==> src/host_port_pkg.sv <==
// host port page and lock package: register offsets, field positions, reset values, access carrier
// assumes a serial protocol engine that delivers one byte access at a time
package host_port_pkg;
   localparam logic [6:0] OFS_SLAVE_ADDR = 7'h3E;
   localparam logic [6:0] OFS_PORT_LOCK = 7'h7E;
   localparam logic [6:0] OFS_PAGE_SEL = 7'h7F;
   localparam logic [7:0] RST_SLAVE_ADDR = 8'h38;
   localparam logic [7:0] RST_PORT_LOCK = 8'h00;
   localparam logic [7:0] RST_PAGE_SEL = 8'h00;
   localparam int LOCK_BIT = 7;
   localparam int RESULT_BIT = 0;
   localparam int ADDR_LSB = 1;
   localparam int ADDR_MSB = 6;
   localparam int PAGE_W = 4;
   localparam int OFS_W = 7;
   localparam logic [7:0] LAST_PAGE = 8'h0F;
   localparam logic [3:0] HOME_PAGE = 4'h0;

   typedef struct packed {
      logic write;
      logic [6:0] offset;
      logic [7:0] wdata;
   } host_access_t;

   typedef struct packed {
      logic write;
      logic [10:0] addr;
      logic [7:0] wdata;
   } map_access_t;
endpackage

==> src/page_window_decode.sv <==
// page window decode: joins page select and in-page offset into a flat map address
// assumes page select and offset come from logic on the same clock
`timescale 1ns/100ps
module page_window_decode
   import host_port_pkg::*;
(
   // inputs
   input wire logic [7:0] page_sel,
   input wire logic [6:0] offset,
   // outputs
   output logic [10:0] flat_addr,
   output logic page_valid,
   output logic port_hit,
   output logic home_hit
);
   always_comb begin
      flat_addr = {page_sel[PAGE_W-1:0], offset};
      page_valid = (page_sel <= LAST_PAGE);
      port_hit = (offset == OFS_PORT_LOCK) || (offset == OFS_PAGE_SEL);
      home_hit = (page_sel[PAGE_W-1:0] == HOME_PAGE) && page_valid && (offset == OFS_SLAVE_ADDR);
   end
endmodule

==> src/host_port_regs.sv <==
// host port control registers: slave address report, write lock with access result, page select
// assumes the serial engine gives one-cycle access strobes and the map answers in the same cycle
`timescale 1ns/100ps
module host_port_regs
   import host_port_pkg::*;
(
   // clock and reset
   input wire logic core_clk,
   input wire logic reset,
   // pins
   input wire logic i2c_mode,
   input wire logic [5:0] i2c_addr_upper,
   // access from the serial engine
   input wire logic acc_valid,
   input wire host_access_t acc_req,
   output logic acc_done,
   output logic [7:0] acc_rdata,
   // rest of the register map
   output logic map_valid,
   output map_access_t map_req,
   input wire logic [7:0] map_rdata,
   input wire logic map_err,
   // state seen by the rest of the device
   output logic [7:0] page_out,
   output logic lock_out
);
   logic [1:0] mode_sync_reg;
   logic [5:0] addr_sync1_reg;
   logic [5:0] addr_sync2_reg;
   logic [7:0] slave_addr_reg, slave_addr_next;
   logic lock_reg, lock_next;
   logic result_reg, result_next;
   logic [7:0] page_reg, page_next;
   logic done_reg, done_next;
   logic [7:0] rdata_reg, rdata_next;
   logic [10:0] flat_addr;
   logic page_valid, port_hit, home_hit;

   page_window_decode u_decode (
      .page_sel(page_reg),
      .offset(acc_req.offset),
      .flat_addr(flat_addr),
      .page_valid(page_valid),
      .port_hit(port_hit),
      .home_hit(home_hit)
   );

   // pin synchronisers
   always_ff @(posedge core_clk or posedge reset) begin
      if (reset) begin
         mode_sync_reg <= 2'h0;
         addr_sync1_reg <= 6'h00;
         addr_sync2_reg <= 6'h00;
      end else begin
         mode_sync_reg <= {mode_sync_reg[0], i2c_mode};
         addr_sync1_reg <= i2c_addr_upper;
         addr_sync2_reg <= addr_sync1_reg;
      end
   end

   // forward accesses outside the port registers to the selected page, unless that page is above LAST_PAGE
   always_comb begin
      map_valid = acc_valid && !port_hit && !home_hit && page_valid;
      map_req.write = acc_req.write && !lock_reg;
      map_req.addr = flat_addr;
      map_req.wdata = acc_req.wdata;
   end

   always_comb begin
      slave_addr_next = slave_addr_reg;
      lock_next = lock_reg;
      result_next = result_reg;
      page_next = page_reg;
      done_next = acc_valid;
      rdata_next = rdata_reg;
      if (mode_sync_reg[1]) begin
         slave_addr_next = {1'h0, addr_sync2_reg, 1'h0};
      end
      if (acc_valid) begin
         result_next = 1'h0;
         rdata_next = 8'h00;
         if (acc_req.offset == OFS_PORT_LOCK) begin
            rdata_next[LOCK_BIT] = lock_reg;
            rdata_next[RESULT_BIT] = result_reg;
            if (acc_req.write) begin
               lock_next = acc_req.wdata[LOCK_BIT];
            end
         end else if (acc_req.offset == OFS_PAGE_SEL) begin
            rdata_next = page_reg;
            if (acc_req.write) begin
               if (lock_reg) begin
                  result_next = 1'h1;
               end else begin
                  page_next = acc_req.wdata;
               end
            end
         end else if (home_hit) begin
            rdata_next = slave_addr_reg;
            if (acc_req.write) begin
               result_next = 1'h1;
            end
         end else if (!page_valid) begin
            result_next = 1'h1;
         end else begin
            rdata_next = map_rdata;
            if ((acc_req.write && lock_reg) || map_err) begin
               result_next = 1'h1;
            end
         end
      end
   end

   always_ff @(posedge core_clk or posedge reset) begin
      if (reset) begin
         slave_addr_reg <= RST_SLAVE_ADDR;
         lock_reg <= RST_PORT_LOCK[LOCK_BIT];
         result_reg <= RST_PORT_LOCK[RESULT_BIT];
         page_reg <= RST_PAGE_SEL;
         done_reg <= 1'h0;
         rdata_reg <= 8'h00;
      end else begin
         slave_addr_reg <= slave_addr_next;
         lock_reg <= lock_next;
         result_reg <= result_next;
         page_reg <= page_next;
         done_reg <= done_next;
         rdata_reg <= rdata_next;
      end
   end

   always_comb begin
      acc_done = done_reg;
      acc_rdata = rdata_reg;
      page_out = page_reg;
      lock_out = lock_reg;
   end
endmodule

==> config.mk <==
export PLATFORM = sky130hd
export DESIGN_NAME = host_port_regs
export DESIGN_NICKNAME = d
export VERILOG_FILES = /design/src/host_port_pkg.sv /design/src/page_window_decode.sv /design/src/host_port_regs.sv
export SDC_FILE = /design/constraint.sdc
export NUM_CORES = 1
export LEC_CHECK = 0
export ABC_AREA = 1
export BUFFER_PORTS_ARGS = -buffer_cell sky130_fd_sc_hd__buf_2
export CELL_PAD_IN_SITES_DETAIL_PLACEMENT = 0
export CELL_PAD_IN_SITES_GLOBAL_PLACEMENT = 1
export CORE_MARGIN = 1
export CORE_UTILIZATION = 34
export DETAILED_ROUTE_END_ITERATION = 10
export GPL_TIMING_DRIVEN = 0
export PLACE_DENSITY = 0.75
export SYNTH_ARGS = -nofsm -noshare
export SYNTH_HDL_FRONTEND = slang
export SYNTH_HIERARCHICAL = 1
export SYNTH_SLANG_ARGS = --single-unit
==> constraint.sdc <==
create_clock -name core_clk -period 2.35 [get_ports core_clk]
set_input_delay 0.47 -clock core_clk [delete_from_list [all_inputs] [get_ports core_clk]]
set_output_delay 0.47 -clock core_clk [all_outputs]
set_load 0.1 [all_outputs]
---- Word-level counts from Yosys, hierarchy flattened ----
Index checks and enable logic that the tools add are counted.
operators by class
  add/sub/neg operators ................... 0
  reduce and logical (&&, ||, !) cells .... 15
  eq/ne operators ......................... 3
  multipliers ............................. 0
  bitwise logic cells ..................... 2
  div/mod/pow operators ................... 0
  mux-type cells .......................... 14
  order comparisons ....................... 1
  shifts and indexed selects .............. 0
operators with widths
  operator                                             count
  2-to-1 mux 8 bit                                     3
  equality test 7 bit, second input constant           2
  2-to-1 mux 1 bit                                     10
  <= comparator 8 x 4 -> 1 bit, second input constant  1
  equality test 7 x 6 -> 1 bit, second input constant  1
  logical AND 1 bit                                    7
  2-to-1 mux 6 bit                                     1
  AND reduction 5 bit                                  1
  zero test 4 bit                                      1
  zero test 1 bit                                      3
  AND reduction 3 bit                                  1
  logical OR 1 bit                                     2
  inverter 1 bit                                       2
word-level totals
  memory bits (read-only) ................. 0
  bits in writable memories ............... 0
  bits in registers ....................... 39
  output and inout port bits .............. 39
  word-level logic and storage cells ...... 44
  bits in latches ......................... 0
  memories ................................ 0

---- Longest topological paths before layout ----
  depth after elaboration ................. 7
  mapped depth ............................ 12

---- Cells and area by module ----
Netlist, hierarchy kept.
by module, submodules not included
  module              cells an instance  area each (um^2)  seq. area each (um^2)  instances
  host_port_regs      180                1661.6            979.7                  1
  page_window_decode  31                 168.9             0.0                    1

---- Worst setup path before layout ----
Ideal clock, no wire load.
  path kind ............................... reg2out
  start ................................... register page_reg[1] (netlist: page_out[1])
  end ..................................... output map_valid
  cell stages (with the launch flop) ...... 9
  path buffers ............................ 0
  required time ........................... 1.880 ns
  slack ................................... -1.676 ns
  arrival ................................. 3.556 ns
  path through ............................ dfrtp_1 -> inv_1 -> nand2_1 -> nor2_1 -> nand2_1 -> nor2_1 -> inv_1 -> nand2_1 -> nor3_1
between the ends
  cells in the longest elaborated chain, start to end .. 6
  elaborated cells on any way between the ends .. 7
ends and longest elaborated chain
  what                                                             RTL line                                            source
  from (decl)                                                      host_port_regs.sv:33                                logic [7:0] page_reg, page_next;
  from (signal assigned)                                           host_port_regs.sv:125                               page_reg <= page_next;
  <= comparator 8 x 4 -> 1 bit or zero test 4 bit (tied branches)  page_window_decode.sv:18, page_window_decode.sv:20
  logical AND 1 bit * (2 in series)                                page_window_decode.sv:20                            home_hit = (page_sel[PAGE_W-1:0] == HOME_PAGE) && page_valid && (offset == OFS_SLAVE_ADDR);
  named net home_hit                                               host_port_regs.sv:37                                logic page_valid, port_hit, home_hit;
  zero test 1 bit *                                                host_port_regs.sv:63                                map_valid = acc_valid && !port_hit && !home_hit && page_valid;
  logical AND 1 bit * (2 in series)                                host_port_regs.sv:63
  to (decl)                                                        host_port_regs.sv:19                                output logic map_valid,
Mark *: on every way through the listed nets, which the timed path passes. The rest lies on a longest branch.

---- Final worst setup path ----
  start ................................... register page_reg[3] (netlist: page_out[3])
  end ..................................... output map_valid
The elaborated chain is that of the path after synthesis.

==> results.txt <==
- The run finished with clean final reports.
* Count of antenna-violating nets left after detailed routing: 0
- Summing all non-filler instances in the final layout gives an area of 2410 um^2.
* Final setup violation count: 0
- The number of nets handed over by synthesis was ~250.
- For the worst-skew pair, the clock arrives at the later sink with an insertion delay of around 0.29 ns.
* WP data arrival: 1.70 ns
- The via count of the first global-routing pass came to about 1400.
- A synthesized cell averages about 8.7 um^2.
- Post-CTS setup buffers: 0
* Type of the worst setup path: register to output pin
- In this run the cell area measured after placement is around 2300 um^2.
- Top area cells in the synthesized netlist: dfrtp_1, nand2_1, buf_4, nand3_1, dfstp_2
* Proportion of layout cells with a drive suffix above 1: between 40 and 50%
* Std-Cell Rows: 26
- RD Place Congestion: approximately 0.80
- After detailed placement, the design holds a cell count of ~350.
* #FFs+latches synth: 39
* Largest clock skew in the final design: approximately 0.0034 ns
- Clock-pin slew was measured on the worst setup and hold paths at 0.08 ns.
* Launching element type of the critical path: register
- Entering global routing, the biggest net connects 40 pins.
* Number of buffers inserted during clock tree synthesis: 5
- Setup total negative slack on the finished layout was measured at 0 ns.
- Most frequent standard cell in the layout excluding fill and tap cells: buf_2
- Iteration-0 DRC Markers: a little over 100
* Detailed-route wire length per cell: between 10 and 15 um
- Y dimension of the die: ~75 um
* Clock tree from TritonCTS: built
- Number of antenna violations at the first check in global routing: 0
* First-pass GRT wire length: ~6400 um
- 0 antenna diodes ended up in the layout.
- Sequential elements use a little over half of the synthesized area.
* Core outline area: a little over 5000 um^2
- The top cell type by area accounts for about half of the synthesized area.
- Subtracting the final worst setup slack from the clock period gives 2.17 ns.
- PortBufs: between 70 and 80
* Highest attainable clock frequency: ~460 MHz
* Clock tree root driver cell: clkbuf_8
- Counting distinct cell types in the post-synthesis netlist gives 26.
* Leading cell types in the layout, fill and taps excluded: buf_2, nand2_1, dfrtp_1, nand3_1, buf_4
- Cells after synthesis: approximately 210
- At the worst endpoint, the required time is between 1.5 and 2 ns.
* Library cell with the largest summed area after synthesis: dfrtp_1
* Clock sinks: 39
* Initial core utilization: 35.6%
- Max-cap violations in this run came to 0.
- In the final design database the tool counted ~330 nets.
- Maximum net fanout on the critical path: 7
* H-tree depth: 2
- The number of pins with negative max-slew slack in the final report came to 0.
- The synthesized netlist occupies a cell area of 1830 um^2.
- From left edge to right edge, the die measures around 75 um.
- In the routed design, unresolved DRC markers number 0.
* GRT Util Overall: 15.4%
* Grt total ovfl: 0
* Via Count: ~1500
- Dividing the detail-routed via count by the number of cells gives roughly 4.3.
- After detailed routing, the total wire length is approximately 4100 um.
- For the pin with the worst max-slew slack, the measured transition is slightly above 0.8 ns.
- Dividing total power by cell area gives a power density of around 730 nW/um^2.
- Leakage power: between 1 and 1.5 nW
- STA classifies the critical path endpoint as an output pin.
- The worst pin sits at a relative slew slack of 46.3%.
- In this run the count of I/O pins placed on the die edge is 74.
* Deepest clock path buffer count: 2
* Hold Violations, Final: 0
- Portion of the clock cycle consumed by the worst path in the final layout: between 90 and 100%
* Number of buffers inserted by hold repair at cts: 0
- The worst-case IR drop observed on VDD is 0.384 mV.
* Synthesis warning total: 6
- HP Class: input pin to register
- Relative to the synthesized area, the layout overhead comes to 31.6%.
* Worst hold margin: around 0.28 ns
- Final std cells w/o fill: around 360
* RSZ-0062 raised after global routing: false
- The HPWL after detailed placement is ~3000 um.
- Floorplan die area: about 5700 um^2
* Number of iterations in the first detailed-routing pass: 4
-- layer usage --
| layer | GRT usage (%) | up-vias | part of all wire (%) |
|---|---|---|---|
| li1 | - | 802 | - |
| met1 | 21.5 | 691 | 50 |
| met2 | 23.0 | 48 | 44 |
| met3 | 4.50 | 6 | 5.2 |
| met4 | 4.94 | 0 | 1.4 |
| met5 | 0 | - | 0 |
-- final timing paths --
check / from / endpoint / slack [ns] / cells past startpoint
max: page_out[3] / map_valid / 0.18 / 9
min: i2c_addr_upper[3] / addr_sync1_reg[3] / 0.28 / 1
max reg2reg: page_out[3] / acc_rdata[6] / 0.59 / 12
min reg2reg: addr_sync1_reg[5] / addr_sync2_reg[5] / 0.35 / 0
max in group asynchronous: reset / page_out[0] / 1.47 / 2
min in group asynchronous: reset / slave_addr_reg[1] / 0.33 / 2
-- cell type report --
cell class,instances,area [um^2]
multi-input combinational,130,628
clock buffer,5,68.8
fill,549,2730
inverter,21,78.8
buffer,21,158
timing repair buffer,73,375
tap,70,87.6
sequential,39,990
clock inverter,3,23.8
-- kinds of logic after synthesis --
group                  share of synthesized area (%)
and+or+nand+nor                                 27.6
buffers and inverters                           12.9
DFF                                             53.5
AOI/OAI and AO/OA                               5.95
-- power breakdown --
| group | switching, W | leakage, nW | internal (W) |
|---|---|---|---|
| Clock | 0.000258 | 0.0408 | 0.000212 |
| Combinational | 0.000432 | 0.810 | 0.000113 |
| Sequential | 0.0000244 | 0.462 | 0.000720 |
| Total | 0.000714 | 1.31 | 0.00105 |
-- worst max-delay path, cell delays in order, from the launching register on --
cell and delay [ns]:
dfrtp_2 0.45, inv_1 0.06, nand2_1 0.04, nor2_1 0.11, nand2_1 0.06, nor2_1 0.18, inv_2 0.10, nand2_1 0.16
nor3_4 0.07, buf_8 0.18
-- synthesized netlist by cell type --
cell type and n:
and3_1 1, a21oi_2 1, nor3_1 1, nand3b_1 2, buf_6 1, inv_1 18, dfstp_2 3, a21oi_1 2
clkinv_1 1, nand2_1 64, clkbuf_1 1, or2_2 4, buf_4 19, inv_2 2, nand2_2 3, o21ai_0 8
nor2_1 9, and2_1 1, nand2_4 1, nand3_1 19, o211ai_1 6, or2_0 2, nor2_2 4, o21ai_1 1
nor2_4 1, dfrtp_1 36
-- repair_timing --
action                     in CTS  in global routing
pin swaps                       0                  0
setup endpoints to repair       1                  1
resized for setup               1                  3
-- through the flow --
step	power [W]	util (%)	setup slack, ns
global placement	0.00130	44.9	0.0565
detailed placement	0.00130	44.9	0.0690
global route	0.00185	46.9	0.0226
CTS	0.00179	46.7	0.0405
finish	0.00176	46.9	0.181
floorplan	0.00120	-	-0.169
No activity file was read; power rests on OpenSTA's default activity.
